==> src/design/flash_host_pkg.sv <==
// Constants shared by the flash protection host controller.
package flash_host_pkg;
  // ----------------------------------------------------------------------
  // Clock and timing
  // ----------------------------------------------------------------------
  localparam int CLK_MHZ = 250;
  localparam int T_SETUP_NS = 10;
  localparam int T_WP_NS = 35;
  localparam int T_HOLD_NS = 10;
  localparam int T_ACC_NS = 70;
  localparam int T_RP_NS = 500;
  localparam int T_RH_NS = 50;
  localparam int SYNC_DEPTH = 2;
  localparam logic [7:0] SETUP_CYC = 8'((T_SETUP_NS * CLK_MHZ + 999) / 1000);
  localparam logic [7:0] WP_CYC = 8'((T_WP_NS * CLK_MHZ + 999) / 1000);
  localparam logic [7:0] HOLD_CYC = 8'((T_HOLD_NS * CLK_MHZ + 999) / 1000);
  localparam logic [7:0] ACC_CYC =
    8'((T_ACC_NS * CLK_MHZ + 999) / 1000 + SYNC_DEPTH);
  localparam logic [7:0] RP_CYC = 8'((T_RP_NS * CLK_MHZ + 999) / 1000);
  localparam logic [7:0] RH_CYC = 8'((T_RH_NS * CLK_MHZ + 999) / 1000);

  // ----------------------------------------------------------------------
  // Register map of the controller
  // ----------------------------------------------------------------------
  localparam logic [7:0] REG_CMD = 8'h00;
  localparam logic [7:0] REG_ADDR = 8'h04;
  localparam logic [7:0] REG_WDATA = 8'h08;
  localparam logic [7:0] REG_RDATA = 8'h0C;
  localparam logic [7:0] REG_STATUS = 8'h10;
  localparam logic [7:0] REG_PINCTRL = 8'h14;
  localparam int ST_BUSY = 0;
  localparam int ST_SECURED = 1;
  localparam int ST_ERR = 2;
  localparam int ST_TMPUNP = 3;
  localparam int PC_WP_HIGH = 0;
  localparam int PC_TMPUNP = 1;
  localparam int PC_LOCK_HV = 2;

  // ----------------------------------------------------------------------
  // Operations and flash pin encodings
  // ----------------------------------------------------------------------
  localparam logic [3:0] OP_WRITE = 4'h1;
  localparam logic [3:0] OP_READ = 4'h2;
  localparam logic [3:0] OP_ENTER_SEC = 4'h3;
  localparam logic [3:0] OP_EXIT_SEC = 4'h4;
  localparam logic [3:0] OP_ID_READ = 4'h5;
  localparam logic [3:0] OP_PROT_CHECK = 4'h6;
  localparam logic [3:0] OP_SEC_LOCK = 4'h7;
  localparam logic [3:0] OP_HW_RESET = 4'h8;
  localparam int ADDR_W = 22;
  localparam int DQ_W = 16;
  localparam int ID_HV_BIT = 9;
  localparam int PROT_SEL_BIT = 6;
  localparam int ID_PAGE_BIT = 1;
  localparam int ID_CODE_BIT = 0;
  localparam int SECTOR_LSB = 16;
  localparam int FIRST_SECTOR_LSB = 15;
  localparam logic [21:0] UNLOCK_A1 = 22'h000555;
  localparam logic [21:0] UNLOCK_A2 = 22'h0002AA;
  localparam logic [15:0] UNLOCK_D1 = 16'h00AA;
  localparam logic [15:0] UNLOCK_D2 = 16'h0055;
  localparam logic [15:0] ENTER_SEC_D = 16'h0088;
  localparam logic [15:0] AUTOSEL_D = 16'h0090;
  localparam logic [15:0] EXIT_SEC_D = 16'h0000;
  localparam logic [15:0] PROTECT_D = 16'h0060;
  localparam logic [2:0] ENTER_LEN = 3'h3;
  localparam logic [2:0] EXIT_LEN = 3'h4;
endpackage : flash_host_pkg

==> src/design/sync_stage.sv <==
// Two flip-flop synchroniser for a bus of asynchronous inputs.
`timescale 1ns/1ps
module sync_stage #(
  parameter int W = 16
) (
  input wire logic clk_i, // System clock.
  input wire logic [W-1:0] d_i, // Asynchronous input.
  output logic [W-1:0] q_o // Synchronised output.
);
  logic [W-1:0] meta_q;
  logic [W-1:0] sync_q;

  always_ff @(posedge clk_i) begin
    meta_q <= d_i;
    sync_q <= meta_q;
  end

  assign q_o = sync_q;
endmodule : sync_stage

==> src/design/flash_prot_host.sv <==
// Host controller driving the protection and secured-region pins of a flash.
//
// Summary of operation
// - Identification read: high voltage, strobes and lines low.
// - Protect check returns one if protected, else zero.
// - Lock only after entering the secured region.
// - Exit secured region before using the array.
// - Address held from strobe fall, data past rise.
//
// Design decisions made here: the register offsets and the address-and-strobe port.
`timescale 1ns/1ps
module flash_prot_host (
  input wire logic SYS_CLK_I, // 250 MHz clock.
  input wire logic RST_B_I, // Synchronous reset, active low.
  input wire logic [7:0] ADDR_I, // Register byte address.
  input wire logic [31:0] WDATA_I, // Register write data.
  input wire logic WR_I, // Write strobe.
  input wire logic RD_I, // Read strobe.
  output logic [31:0] RDATA_O, // Read data, cycle after strobe.
  output logic CE_B_O, // Flash chip select, active low.
  output logic OE_B_O, // Flash output enable, active low.
  output logic WE_B_O, // Flash write strobe, active low.
  output logic RESET_B_O, // Flash hardware reset, active low.
  output logic RESET_HV_O, // Raise reset pin to high id voltage.
  output logic ID_HV_O, // Raise id line to high id voltage.
  output logic WP_B_O, // Flash write protect, active low.
  output logic [21:0] FADDR_O, // Flash address lines.
  output logic [15:0] DQ_O, // Flash data out.
  output logic DQ_OE_O, // Flash data output enable.
  input wire logic [15:0] DQ_I // Flash data in.
);
  typedef enum logic [2:0] {
    S_IDLE, S_SETUP, S_PULSE, S_HOLD, S_RACC, S_RREC, S_RST, S_RH
  } state_e;

  typedef struct packed {
    state_e st;
    logic [7:0] cnt;
    logic [2:0] step;
    logic [3:0] op;
    logic [21:0] addr, fa;
    logic [15:0] wdata, rdata, dq;
    logic secured, err, wp_high, tmp_unp, lock_hv;
    logic [31:0] rd;
    logic ce_b, oe_b, we_b, rst_b, id_hv, dq_oe;
  } state_s;

  state_s s_q, s_d;
  logic [15:0] dq_sync, seq_dat;
  logic is_write_op, in_first;
  logic [2:0] seq_len;
  logic [21:0] seq_a;

  sync_stage #(.W(flash_host_pkg::DQ_W)) sync_stage_i (
    .clk_i(SYS_CLK_I),
    .d_i(DQ_I),
    .q_o(dq_sync)
  );

  // ----------------------------------------------------------------------
  // Bus cycle sequences
  // ----------------------------------------------------------------------
  always_comb begin
    is_write_op = (s_q.op == flash_host_pkg::OP_WRITE) ||
                  (s_q.op == flash_host_pkg::OP_ENTER_SEC) ||
                  (s_q.op == flash_host_pkg::OP_EXIT_SEC) ||
                  (s_q.op == flash_host_pkg::OP_SEC_LOCK);
    seq_len = 3'h1;
    seq_a = s_q.addr;
    seq_dat = s_q.wdata;
    if (s_q.op == flash_host_pkg::OP_ENTER_SEC) begin
      seq_len = flash_host_pkg::ENTER_LEN;
    end else if (s_q.op == flash_host_pkg::OP_EXIT_SEC) begin
      seq_len = flash_host_pkg::EXIT_LEN;
    end
    case (s_q.step)
      3'h0: begin
        if (seq_len != 3'h1) begin
          seq_a = flash_host_pkg::UNLOCK_A1;
          seq_dat = flash_host_pkg::UNLOCK_D1;
        end else if (s_q.op == flash_host_pkg::OP_SEC_LOCK) begin
          // Protect write with the page line high and the mode line low.
          seq_a = s_q.addr;
          seq_a[flash_host_pkg::PROT_SEL_BIT] = 1'b0;
          seq_a[flash_host_pkg::ID_PAGE_BIT] = 1'b1;
          seq_dat = flash_host_pkg::PROTECT_D;
        end
      end
      3'h1: begin
        seq_a = flash_host_pkg::UNLOCK_A2;
        seq_dat = flash_host_pkg::UNLOCK_D2;
      end
      3'h2: begin
        seq_a = flash_host_pkg::UNLOCK_A1;
        seq_dat = (s_q.op == flash_host_pkg::OP_ENTER_SEC) ?
                  flash_host_pkg::ENTER_SEC_D : flash_host_pkg::AUTOSEL_D;
      end
      default: begin
        seq_a = s_q.addr;
        seq_dat = flash_host_pkg::EXIT_SEC_D;
      end
    endcase
  end

  assign in_first = ~|s_q.addr[flash_host_pkg::ADDR_W-1:
                               flash_host_pkg::FIRST_SECTOR_LSB];

  // ----------------------------------------------------------------------
  // Controller state
  // ----------------------------------------------------------------------
  always_comb begin
    s_d = s_q;
    if (RD_I) begin
      case (ADDR_I)
        flash_host_pkg::REG_ADDR: s_d.rd = {10'h000, s_q.addr};
        flash_host_pkg::REG_WDATA: s_d.rd = {16'h0000, s_q.wdata};
        flash_host_pkg::REG_RDATA: s_d.rd = {16'h0000, s_q.rdata};
        flash_host_pkg::REG_STATUS: begin
          s_d.rd = 32'h0000_0000;
          s_d.rd[flash_host_pkg::ST_BUSY] = (s_q.st != S_IDLE);
          s_d.rd[flash_host_pkg::ST_SECURED] = s_q.secured;
          s_d.rd[flash_host_pkg::ST_ERR] = s_q.err;
          s_d.rd[flash_host_pkg::ST_TMPUNP] = s_q.tmp_unp;
        end
        flash_host_pkg::REG_PINCTRL: begin
          s_d.rd = 32'h0000_0000;
          s_d.rd[flash_host_pkg::PC_WP_HIGH] = s_q.wp_high;
          s_d.rd[flash_host_pkg::PC_TMPUNP] = s_q.tmp_unp;
          s_d.rd[flash_host_pkg::PC_LOCK_HV] = s_q.lock_hv;
        end
        default: s_d.rd = 32'h0000_0000;
      endcase
    end
    if (WR_I) begin
      case (ADDR_I)
        flash_host_pkg::REG_ADDR: s_d.addr = WDATA_I[21:0];
        flash_host_pkg::REG_WDATA: s_d.wdata = WDATA_I[15:0];
        flash_host_pkg::REG_STATUS: begin
          if (WDATA_I[flash_host_pkg::ST_ERR]) begin
            s_d.err = 1'b0;
          end
        end
        flash_host_pkg::REG_PINCTRL: begin
          s_d.wp_high = WDATA_I[flash_host_pkg::PC_WP_HIGH];
          s_d.tmp_unp = WDATA_I[flash_host_pkg::PC_TMPUNP];
          s_d.lock_hv = WDATA_I[flash_host_pkg::PC_LOCK_HV];
        end
        default: begin
        end
      endcase
    end
    s_d.cnt = (s_q.cnt != 8'h00) ? s_q.cnt - 8'h01 : 8'h00;
    case (s_q.st)
      S_IDLE: begin
        if (WR_I && ADDR_I == flash_host_pkg::REG_CMD) begin
          s_d.op = WDATA_I[3:0];
          s_d.step = 3'h0;
          s_d.cnt = flash_host_pkg::SETUP_CYC;
          s_d.st = S_SETUP;
          if (WDATA_I[3:0] == flash_host_pkg::OP_HW_RESET) begin
            s_d.st = S_RST;
            s_d.cnt = flash_host_pkg::RP_CYC;
          end else if (WDATA_I[3:0] == flash_host_pkg::OP_SEC_LOCK &&
                       !s_q.secured) begin
            s_d.st = S_IDLE;
            s_d.err = 1'b1;
          end else if ((WDATA_I[3:0] == flash_host_pkg::OP_READ ||
                        WDATA_I[3:0] == flash_host_pkg::OP_WRITE) &&
                       s_q.secured && !in_first) begin
            s_d.st = S_IDLE;
            s_d.err = 1'b1;
          end else if (WDATA_I[3:0] == 4'h0 || WDATA_I[3:0] >
                       flash_host_pkg::OP_HW_RESET) begin
            s_d.st = S_IDLE;
            s_d.err = 1'b1;
          end
        end
      end
      S_SETUP: begin
        s_d.ce_b = 1'b1;
        s_d.oe_b = 1'b1;
        s_d.we_b = 1'b1;
        s_d.dq_oe = is_write_op;
        s_d.fa = seq_a;
        s_d.dq = seq_dat;
        if (s_q.op == flash_host_pkg::OP_ID_READ ||
            s_q.op == flash_host_pkg::OP_PROT_CHECK) begin
          s_d.id_hv = 1'b1;
          s_d.fa[flash_host_pkg::PROT_SEL_BIT] = 1'b0;
          if (s_q.op == flash_host_pkg::OP_ID_READ) begin
            s_d.fa[flash_host_pkg::ID_PAGE_BIT] = 1'b0;
            s_d.fa[flash_host_pkg::ID_CODE_BIT] =
              s_q.addr[flash_host_pkg::ID_CODE_BIT];
          end else begin
            s_d.fa[flash_host_pkg::ID_PAGE_BIT] = 1'b1;
            s_d.fa[flash_host_pkg::ID_CODE_BIT] = 1'b0;
          end
          s_d.fa[flash_host_pkg::ID_HV_BIT] = 1'b1;
        end
        if (s_q.cnt == 8'h00) begin
          s_d.ce_b = 1'b0;
          if (is_write_op) begin
            s_d.we_b = 1'b0;
            s_d.cnt = flash_host_pkg::WP_CYC;
            s_d.st = S_PULSE;
          end else begin
            s_d.oe_b = 1'b0;
            s_d.cnt = flash_host_pkg::ACC_CYC;
            s_d.st = S_RACC;
          end
        end
      end
      S_PULSE: begin
        if (s_q.cnt == 8'h00) begin
          s_d.we_b = 1'b1;
          s_d.cnt = flash_host_pkg::HOLD_CYC;
          s_d.st = S_HOLD;
        end
      end
      S_HOLD: begin
        if (s_q.cnt == 8'h00) begin
          s_d.ce_b = 1'b1;
          s_d.dq_oe = 1'b0;
          s_d.step = s_q.step + 3'h1;
          s_d.cnt = flash_host_pkg::SETUP_CYC;
          s_d.st = S_SETUP;
          if (s_q.step + 3'h1 == seq_len) begin
            s_d.st = S_IDLE;
            if (s_q.op == flash_host_pkg::OP_ENTER_SEC) begin
              s_d.secured = 1'b1;
            end
            if (s_q.op == flash_host_pkg::OP_EXIT_SEC) begin
              s_d.secured = 1'b0;
            end
          end
        end
      end
      S_RACC: begin
        if (s_q.cnt == 8'h00) begin
          s_d.rdata = dq_sync;
          s_d.ce_b = 1'b1;
          s_d.oe_b = 1'b1;
          s_d.cnt = flash_host_pkg::HOLD_CYC;
          s_d.st = S_RREC;
        end
      end
      S_RREC: begin
        s_d.id_hv = 1'b0;
        if (s_q.cnt == 8'h00) begin
          s_d.st = S_IDLE;
        end
      end
      S_RST: begin
        s_d.rst_b = 1'b0;
        s_d.ce_b = 1'b1;
        s_d.oe_b = 1'b1;
        s_d.we_b = 1'b1;
        s_d.dq_oe = 1'b0;
        s_d.secured = 1'b0;
        if (s_q.cnt == 8'h00) begin
          s_d.rst_b = 1'b1;
          s_d.cnt = flash_host_pkg::RH_CYC;
          s_d.st = S_RH;
        end
      end
      S_RH: begin
        if (s_q.cnt == 8'h00) begin
          s_d.st = S_IDLE;
        end
      end
      default: s_d.st = S_IDLE;
    endcase
  end

  always_ff @(posedge SYS_CLK_I) begin
    if (!RST_B_I) begin
      s_q <= '0;
      s_q.st <= S_IDLE;
      s_q.ce_b <= 1'b1;
      s_q.oe_b <= 1'b1;
      s_q.we_b <= 1'b1;
      s_q.rst_b <= 1'b1;
    end else begin
      s_q <= s_d;
    end
  end

  assign RDATA_O = s_q.rd;
  assign CE_B_O = s_q.ce_b;
  assign OE_B_O = s_q.oe_b;
  assign WE_B_O = s_q.we_b;
  assign RESET_B_O = s_q.rst_b;
  // Lock may use the raised reset level only inside secured mode.
  assign RESET_HV_O = s_q.rst_b &&
    (s_q.tmp_unp || (s_q.lock_hv && s_q.secured));
  assign ID_HV_O = s_q.id_hv;
  assign WP_B_O = s_q.wp_high;
  assign FADDR_O = s_q.fa;
  assign DQ_O = s_q.dq;
  assign DQ_OE_O = s_q.dq_oe;

  // ----------------------------------------------------------------------
  // Checks
  // ----------------------------------------------------------------------
  chk_id_read_pins: assert property (@(posedge SYS_CLK_I)
    disable iff (!RST_B_I) ID_HV_O && !OE_B_O &&
    s_q.op == flash_host_pkg::OP_ID_READ |->
    !CE_B_O && !FADDR_O[flash_host_pkg::PROT_SEL_BIT] &&
    !FADDR_O[flash_host_pkg::ID_PAGE_BIT]) else $error("id read pins");
  chk_prot_check_pins: assert property (@(posedge SYS_CLK_I)
    disable iff (!RST_B_I) ID_HV_O && !OE_B_O &&
    s_q.op == flash_host_pkg::OP_PROT_CHECK |->
    WE_B_O && FADDR_O[flash_host_pkg::ID_PAGE_BIT] &&
    !FADDR_O[flash_host_pkg::ID_CODE_BIT] &&
    !FADDR_O[flash_host_pkg::PROT_SEL_BIT])
    else $error("protect check pins");
  chk_addr_stable_we: assert property (@(posedge SYS_CLK_I)
    disable iff (!RST_B_I) !WE_B_O && $past(!WE_B_O) |->
    $stable(FADDR_O) && $stable(DQ_O)) else $error("address moved");
  chk_data_past_rise: assert property (@(posedge SYS_CLK_I)
    disable iff (!RST_B_I) $rose(WE_B_O) |-> DQ_OE_O && !CE_B_O ##1 DQ_OE_O)
    else $error("data dropped at rise");
  chk_lock_needs_sec: assert property (@(posedge SYS_CLK_I)
    disable iff (!RST_B_I) $fell(WE_B_O) &&
    s_q.op == flash_host_pkg::OP_SEC_LOCK |-> s_q.secured)
    else $error("lock outside secured mode");
  chk_array_after_exit: assert property (@(posedge SYS_CLK_I)
    disable iff (!RST_B_I) $fell(CE_B_O) && s_q.secured &&
    (s_q.op == flash_host_pkg::OP_READ ||
     s_q.op == flash_host_pkg::OP_WRITE) |-> in_first)
    else $error("array access in secured mode");
  cov_enter_sec: cover property (@(posedge SYS_CLK_I) $rose(s_q.secured));
  cov_id_read: cover property (@(posedge SYS_CLK_I)
    ID_HV_O && !OE_B_O ##1 OE_B_O);
  cov_hw_reset: cover property (@(posedge SYS_CLK_I) $rose(RESET_B_O));
endmodule : flash_prot_host

==> config.mk <==
export PLATFORM = sky130hd
export DESIGN_NAME = flash_prot_host
export DESIGN_NICKNAME = d
export VERILOG_FILES = /design/src/design/flash_host_pkg.sv /design/src/design/sync_stage.sv /design/src/design/flash_prot_host.sv
export SDC_FILE = /design/constraint.sdc
export NUM_CORES = 1
export LEC_CHECK = 0
export ABC_CLOCK_PERIOD_IN_PS = 3000
export BUFFER_PORTS_ARGS = -buffer_cell sky130_fd_sc_hd__buf_2
export CORE_MARGIN = 2
export CORE_UTILIZATION = 45
export CTS_BUF_LIST = sky130_fd_sc_hd__clkbuf_4 sky130_fd_sc_hd__clkbuf_8
export CTS_CLUSTER_DIAMETER = 30
export CTS_CLUSTER_SIZE = 30
export DETAILED_ROUTE_END_ITERATION = 12
export PLACE_DENSITY = 0.66
export SYNTH_ARGS = -nofsm -noshare
export SYNTH_HDL_FRONTEND = slang
export SYNTH_HIERARCHICAL = 1
export SYNTH_SLANG_ARGS = --single-unit
==> constraint.sdc <==
create_clock -name SYS_CLK_I -period 3 [get_ports SYS_CLK_I]
set_clock_uncertainty 0.1 [all_clocks]
set_input_delay 0.15 -clock SYS_CLK_I [delete_from_list [all_inputs] [get_ports SYS_CLK_I]]
set_output_delay 0.15 -clock SYS_CLK_I [all_outputs]
set_load 0.1 [all_outputs]
==> results of run 1 <==
[state kept, by name (all words and copies together) (netlist names)]
register             count
sync_stage_i/meta_q     16
RDATA_O                 22
OE_B_O                   1
CE_B_O                   1
FADDR_O                 22
RESET_B_O                1
sync_stage_i/q_o        16
WE_B_O                   1
WP_B_O                   1
s_q                     76
DQ_OE_O                  1
DQ_O                    16
ID_HV_O                  1
[layer usage]
metal	vias up	share of wire	routed length, um
met1	3053	0.48	9750
li1	3238	-	-
met5	-	0	0
met3	23	0.059	1200
met4	0	0.016	321
met2	187	0.44	8990
[worst max path at each step]
stage | from | endpoint | cells past startpoint
2_1_floorplan | RESET_B_O$_SDFFE_PN1P_ | RESET_HV_O | 1
3_3_place_gp | s_q[136]$_SDFFE_PN0P_ | DQ_O[4]$_SDFFE_PN0P_ | 5
3_5_place_dp | s_q[136]$_SDFFE_PN0P_ | DQ_O[4]$_SDFFE_PN0P_ | 5
4_1_cts | s_q[136]$_SDFFE_PN0P_ | DQ_O[4]$_SDFFE_PN0P_ | 5
5_1_grt | s_q[136]$_SDFFE_PN0P_ | DQ_O[10]$_SDFFE_PN0P_ | 5
6_report | s_q[139]$_SDFFE_PN0P_ | DQ_O[4]$_SDFFE_PN0P_ | 6
[cell families after synthesis]
kind of cell / after synthesis / share of synthesized area
adder cells (fa/ha/maj): 5 / 0.00774
XOR/XNOR: 5 / 0.00542
multiplexers: 55 / 0.0708
flip-flops: 175 / 0.434
other: 1 / 0.000464
AND/OR/NAND/NOR: 308 / 0.205
AO/OA/AOI/OAI: 208 / 0.166
buffers and inverters: 159 / 0.111
[power by group through the flow]
stage	logic, mW	clock network (mW)	registers (mW)
CTS	0.813	1.62	2.44
finish	0.824	1.59	2.44
global placement	0.767	0	2.49
global route	0.890	1.71	2.45
floorplan	0.646	0	2.49
detailed placement	0.774	0	2.50
[worst max-delay path, cell delays in order, from the launching register on]
cell and delay [ns]:
dfxtp_1 0.39, inv_1 0.12, ha_1 0.33, nand2_1 0.15, nor3_1 0.95, a22oi_1 0.22
o21ai_0 0.17
[layout by cell type, fill, tap and decap left out, types with 10 or more instances in the layout]
cell type	count
dlygate4sd3_1	39
and2_1	19
a21boi_0	34
conb_1	10
a21oi_1	45
a22oi_1	16
o22ai_1	15
o21ai_0	42
buf_2	117
dfxtp_1	175
nand2_1	100
nor2b_1	40
mux2_2	17
nor3_1	19
a21boi_1	21
mux2i_1	38
clkbuf_8	20
nand3_1	33
nor2_1	38
inv_1	24
buf_4	22
[layout make-up]
type / count / area (um2) / area share
Timing Repair Buffer: 178 / 1140 / 0.125
Clock buffer: 21 / 283 / 0.0310
Inverter: 25 / 93.8 / 0.0103
Clock inverter: 11 / 96.3 / 0.0106
Tap cell: 229 / 287 / 0.0314
Sequential cell: 175 / 3500 / 0.384
Multi-Input combinational cell: 591 / 3710 / 0.407
[stage by stage]
stage                     cells  hold WS [ns]  total power, mW   util  area (um2)
after CTS                  1230        0.0509             4.88  0.513        9120
after floorplan             925        0.0777             3.14      -        8110
after global routing       1230         0.109             5.06  0.513        9120
after global placement     1159         0.152             3.26  0.469        8350
after detailed placement   1159         0.154             3.27  0.469        8350
final                      1230        0.0863             4.86  0.513        9120
==> run_results.csv, run 1 <==
group,metric,value,unit
die,dieArea,19000,um2
logic_synthesis,async_flop_share,0,
sta,fin_setup_tns,0,ns
global_routing,grtUsageMet1,0.299,
logic_synthesis,yosys_warnings,6,
sta,setup_violations,0,
routing,drt_iter0_markers,611,
logic_synthesis,ys_types,71,
global_routing,grt_pass1_wl,32400,um
logic_synthesis,synth_common_cells,"dfxtp_1, nand2_1, buf_4, clkbuf_1, a21oi_1",
routing,drc_errors,0,
pwr,combPwrFrac,0.170,
die,initial_core_util,0.454,
cells_and_area,drive_above_1_share,0.203,
sta,hold_viol_final,0,
logic_synthesis,synth.avg_cell_area,8.82,um2
clocking,clk_path_buf_depth,2,
placed_design,numPortBuffers,117,
hold_path,hp-start,"ADDR_I[6]",
setup_path,r2r-end,"DQ_O[4]$_SDFFE_PN0P_",
sta,finalWorstSetupSlack,0.493,ns
die,design.core.area,17800,um2
cells_and_area,nFillCells,1694,
logic_synthesis,ys_seq_area_frac,0.434,
die,io_pins,138,
cells_and_area,antenna_cells,0,
pwr,p_clk_frac,0.327,
logic_synthesis,syn_area,8080,um2
logic_synthesis,yosysMostFrequentCell,"dfxtp_1",
logic_synthesis,synth-edff-count,0,
clocking,cts_hold_buf,39,
global_routing,antenna_found_initial,0,
clocking,numCtsBuffers,17,
pwr,intPower,3.37,mW
global_routing,grt_overflow,0,
hold_path,hold_end,"s_q[41]$_SDFF_PN0_",
clocking,htreeDepth,4,
placed_design,dp_slack,0.579,ns
global_routing,grt_max_degree,79,
hold_path,min_path_cells,5,
setup_path,r2r_setup_slack,0.49,ns
sta,drv_slew,0,
sta,fin_crit_sh,0.836,
sta,rsz0062_at_grt,"no",
sta,fmax,0.399,GHz
global_routing,grt_pass1_vias,6059,
logic_synthesis,syn_inst,916,
pwr,p_sw_frac,0.306,
setup_path,r2r_start,"s_q[139]$_SDFFE_PN0P_",
clocking,cts_tree,"yes",
global_routing,grt_util_all_layers,0.212,
placed_design,gp_congestion,0.868,
routing,antenna_left,0,
routing,drt_pass1_iterations,5,
setup_path,cp-start-kind,"flip-flop",
setup_path,required,3.30,ns
routing,post_drt_wl_per_cell,16.5,um
global_routing,grt.met2_usage,0.322,
clocking,postCtsSetupBuffers,0,
outcome,status,"finished clean",
cells_and_area,nets,1053,
pwr,p_sw,1.49,mW
logic_synthesis,synth_seq_cells,175,
pwr,seqPwrFrac,0.503,
logic_synthesis,synth.area.top_cells,"dfxtp_1, buf_4, mux2i_1, nand2_1, a21boi_0",
clocking,cts-root-buf,"clkbuf_8",
setup_path,path_class,"flip-flop to flip-flop",
die,dieHeight,138,um
setup_path,worstSetupEndpointType,"flip-flop",
logic_synthesis,ys.flop_type,"dfxtp_1",
logic_synthesis,yosysTopAreaCell,"dfxtp_1",
cells_and_area,area_delta_synth_final,12.8,%
global_routing,grt-busiest-layer,"met2",
pwr,p_per_area,533,nW/um2
sta,fin_crit,2.51,ns
routing,viasPerCell,5.29,
logic_synthesis,synth_top_area_share,0.434,
hold_path,hold_path.class,"primary input to flip-flop",
clocking,clk_latency,0.48,ns
setup_path,r2r_cells,6,
die,rows,49,
clocking,clock-sinks,175,
placed_design,hpwl,14100,um
pwr,ir_drop,0.322,mV
sta,worstMarginPinSlew,1.22,ns
die,die_w,138,um
clocking,clk_pin_slew_worst_paths,0.09,ns
setup_path,cp.arrival,2.81,ns
pwr,p_leak,3.60,nW
routing,vias,6501,
routing,drt_wl_total,20300,um
run,maxCapViolCount,0,
sta,slew_headroom,0.180,
clocking,cts_resized,0,
global_routing,grtUsageMet3,0.0468,
setup_path,crit_fanout,11,
Power figures use the tool's default switching activity.
==> run 2, diff against run 1 <==
Settings changed: ABC_CLOCK_PERIOD_IN_PS 3000 to 2400.
Clock period 3 ns to 2.4 ns, I/O delays scaled along.
==> run 2 against run 1 <==
  * Count of clock-buffer cells in the layout is 1 lower
  * First-iteration DRC count is 31% lower
  * Largest cell class unchanged
  * Sequential power is 25% higher
  * Sequential share of layout area is 0.98 points lower
  * Final cell count is 2.1% higher
  * Maximum frequency is 12% higher
  * Power is 28% higher
  * Global-route usage is 0.29 points higher
  * Critical endpoint is now s_q[42]$_SDFFE_PN0P_
  * Combinational power is 36% higher
==> run_results.csv, run 2 (synthesis gave the netlist of run 1 again) <==
group,metric,value,unit
sta,fmax,0.448,GHz
sta,slew_headroom,0.523,
sta,rsz0062_at_grt,"no",
cells_and_area,largest_reg_flops,76,
cells_and_area,top_register,"s_q",
placed_design,dp_slack,0.0783,ns
clocking,clk_path_buf_depth,2,
setup_path,path_cells,"inv_1 > ha_1 > or3b_1 > buf_4 > nor3_4 > nand2_1 > or4_1 > nand3_1",
clocking,clock-sinks,175,
setup_path,required,2.71,ns
pwr,combPwrFrac,0.181,
routing,antenna_left,0,
pwr,intPower,4.34,mW
setup_path,cp_slowest_stage_delay,0.48,ns
die,initial_core_util,0.454,
clocking,cts_tree,"yes",
global_routing,grt_pass1_vias,6248,
routing,drt_iter0_markers,420,
pwr,p_sw_frac,0.300,
routing,post_drt_wl_per_cell,16.2,um
setup_path,path_class,"flip-flop to flip-flop",
setup_path,r2r_setup_slack,0.17,ns
routing,drc_errors,0,
setup_path,cp-startpoint,"s_q[142]$_SDFF_PN0_",
pwr,ir_drop,0.373,mV
sta,drv_slew,0,
placed_design,hpwl,14500,um
die,io_pins,138,
setup_path,r2r_start,"s_q[142]$_SDFF_PN0_",
die,die_w,138,um
sta,fin_setup_tns,0,ns
routing,drt_wl_total,20400,um
routing,viasPerCell,5.34,
hold_path,hold_path.class,"primary input to flip-flop",
global_routing,grt_pass1_wl,33000,um
cells_and_area,drive_above_1_share,0.223,
sta,fin_crit_sh,0.929,
die,dieHeight,138,um
setup_path,cp-start-kind,"flip-flop",
sta,setup_violations,0,
cells_and_area,final_common_cell,"dfxtp_1",
outcome,status,"finished clean",
placed_design,numPortBuffers,117,
run,maxCapViolCount,0,
cells_and_area,final_cell_mix,"dfxtp_1, buf_2, nand2_1, a21oi_1, buf_4",
hold_path,hp-start,"WR_I",
die,rows,49,
pwr,p_leak,3.74,nW
pwr,p_clk_frac,0.325,
setup_path,cp.arrival,2.54,ns
cells_and_area,nets,1077,
clocking,numCtsBuffers,17,
pwr,p_sw,1.86,mW
cells_and_area,area_delta_synth_final,15.8,%
sta,hold_viol_final,0,
pwr,p_per_area,662,nW/um2
global_routing,antenna_found_initial,2,
sta,worstMarginPinSlew,0.712,ns
routing,vias,6712,
pwr,seqPwrFrac,0.493,
setup_path,crit_fanout,4,
setup_path,cpMaxStageDelayCell,"or4_1",
placed_design,gp_congestion,0.863,
clocking,cts-root-buf,"clkbuf_8",
clocking,postCtsSetupBuffers,0,
sta,fin_crit,2.23,ns
routing,drt_pass1_iterations,5,
global_routing,grt_util_all_layers,0.215,
sta,finalWorstSetupSlack,0.170,ns
die,design.core.area,17800,um2
setup_path,worstSetupEndpointType,"flip-flop",
clocking,clk_latency,0.47,ns
clocking,clk_pin_slew_worst_paths,0.09,ns
clocking,htreeDepth,4,
global_routing,grt_overflow,0,
global_routing,grt_max_degree,71,
die,dieArea,19000,um2
-- run 2: cell types whose count changed in the layout (fill, tap and decap cells not counted), moves of 2 or more --
cell	delta
clkinv_2	+2
buf_4	+20
buf_12	+3
clkbuf_8	-2
diode_2	+2
clkinv_4	-3
-- run 2: timing repair --
item	CTS	global route
hold buffers	40	0
gates resized for setup	0	3
endpoints found under the hold margin	70	0
setup endpoints to repair	0	18
-- run 2: cell type report --
cell class	count	area (um2)
Fill cell	1696	8420
Antenna cell	2	5.00
Tap cell	229	287
Inverter	25	93.8
Clock inverter	12	119
Timing Repair Buffer	202	1360
Clock buffer	20	263
Sequential cell	175	3500
Multi-Input combinational cell	591	3720
-- run 2: routing by layer --
layer,up-vias,track usage,routed length [um],share of wire
li1,3298,-,-,-
met1,3146,0.307,9760,0.48
met2,234,0.316,8890,0.44
met3,34,0.0464,1210,0.059
met4,0,0.0849,537,0.026
met5,-,0,0,0
-- run 2: per-stage QoR --
step	instance area [um2]	instances	util	total power [mW]	hold WS, ns
2_1_floorplan	8120	925	-	3.92	0.0477
3_3_place_gp	8560	1182	0.481	4.16	0.122
3_5_place_dp	8560	1182	0.481	4.18	0.124
4_1_cts	9340	1254	0.525	6.23	0.0580
5_1_grt	9360	1256	0.526	6.50	0.108
6_report	9360	1256	0.526	6.20	0.0876
-- run 2: worst paths after layout --
path / endpoint / depth (start not counted)
worst max-delay path: s_q[42]$_SDFFE_PN0P_ / 8
worst min-delay path: s_q[41]$_SDFF_PN0_ / 5
worst max register to register: s_q[42]$_SDFFE_PN0P_ / 8
worst min register to register: sync_stage_i/q_o[2]$_DFF_P_ / 0
-- run 2: critical path: cells and delay by family (launching register included) --
kind,cells,cell delay [ns]
fa+ha+maj,1,0.19
buf+inv,2,0.25
flops,1,0.34
simple gates,5,1.29
-- run 2: power by group through the flow --
| stage | clock, mW | combinational (mW) | sequential [mW] |
|---|---|---|---|
| floorplan | 0 | 0.808 | 3.12 |
| global placement | 0 | 1.05 | 3.12 |
| detailed placement | 0 | 1.06 | 3.12 |
| CTS | 2.07 | 1.11 | 3.05 |
| global route | 2.19 | 1.25 | 3.06 |
| finish | 2.02 | 1.12 | 3.05 |
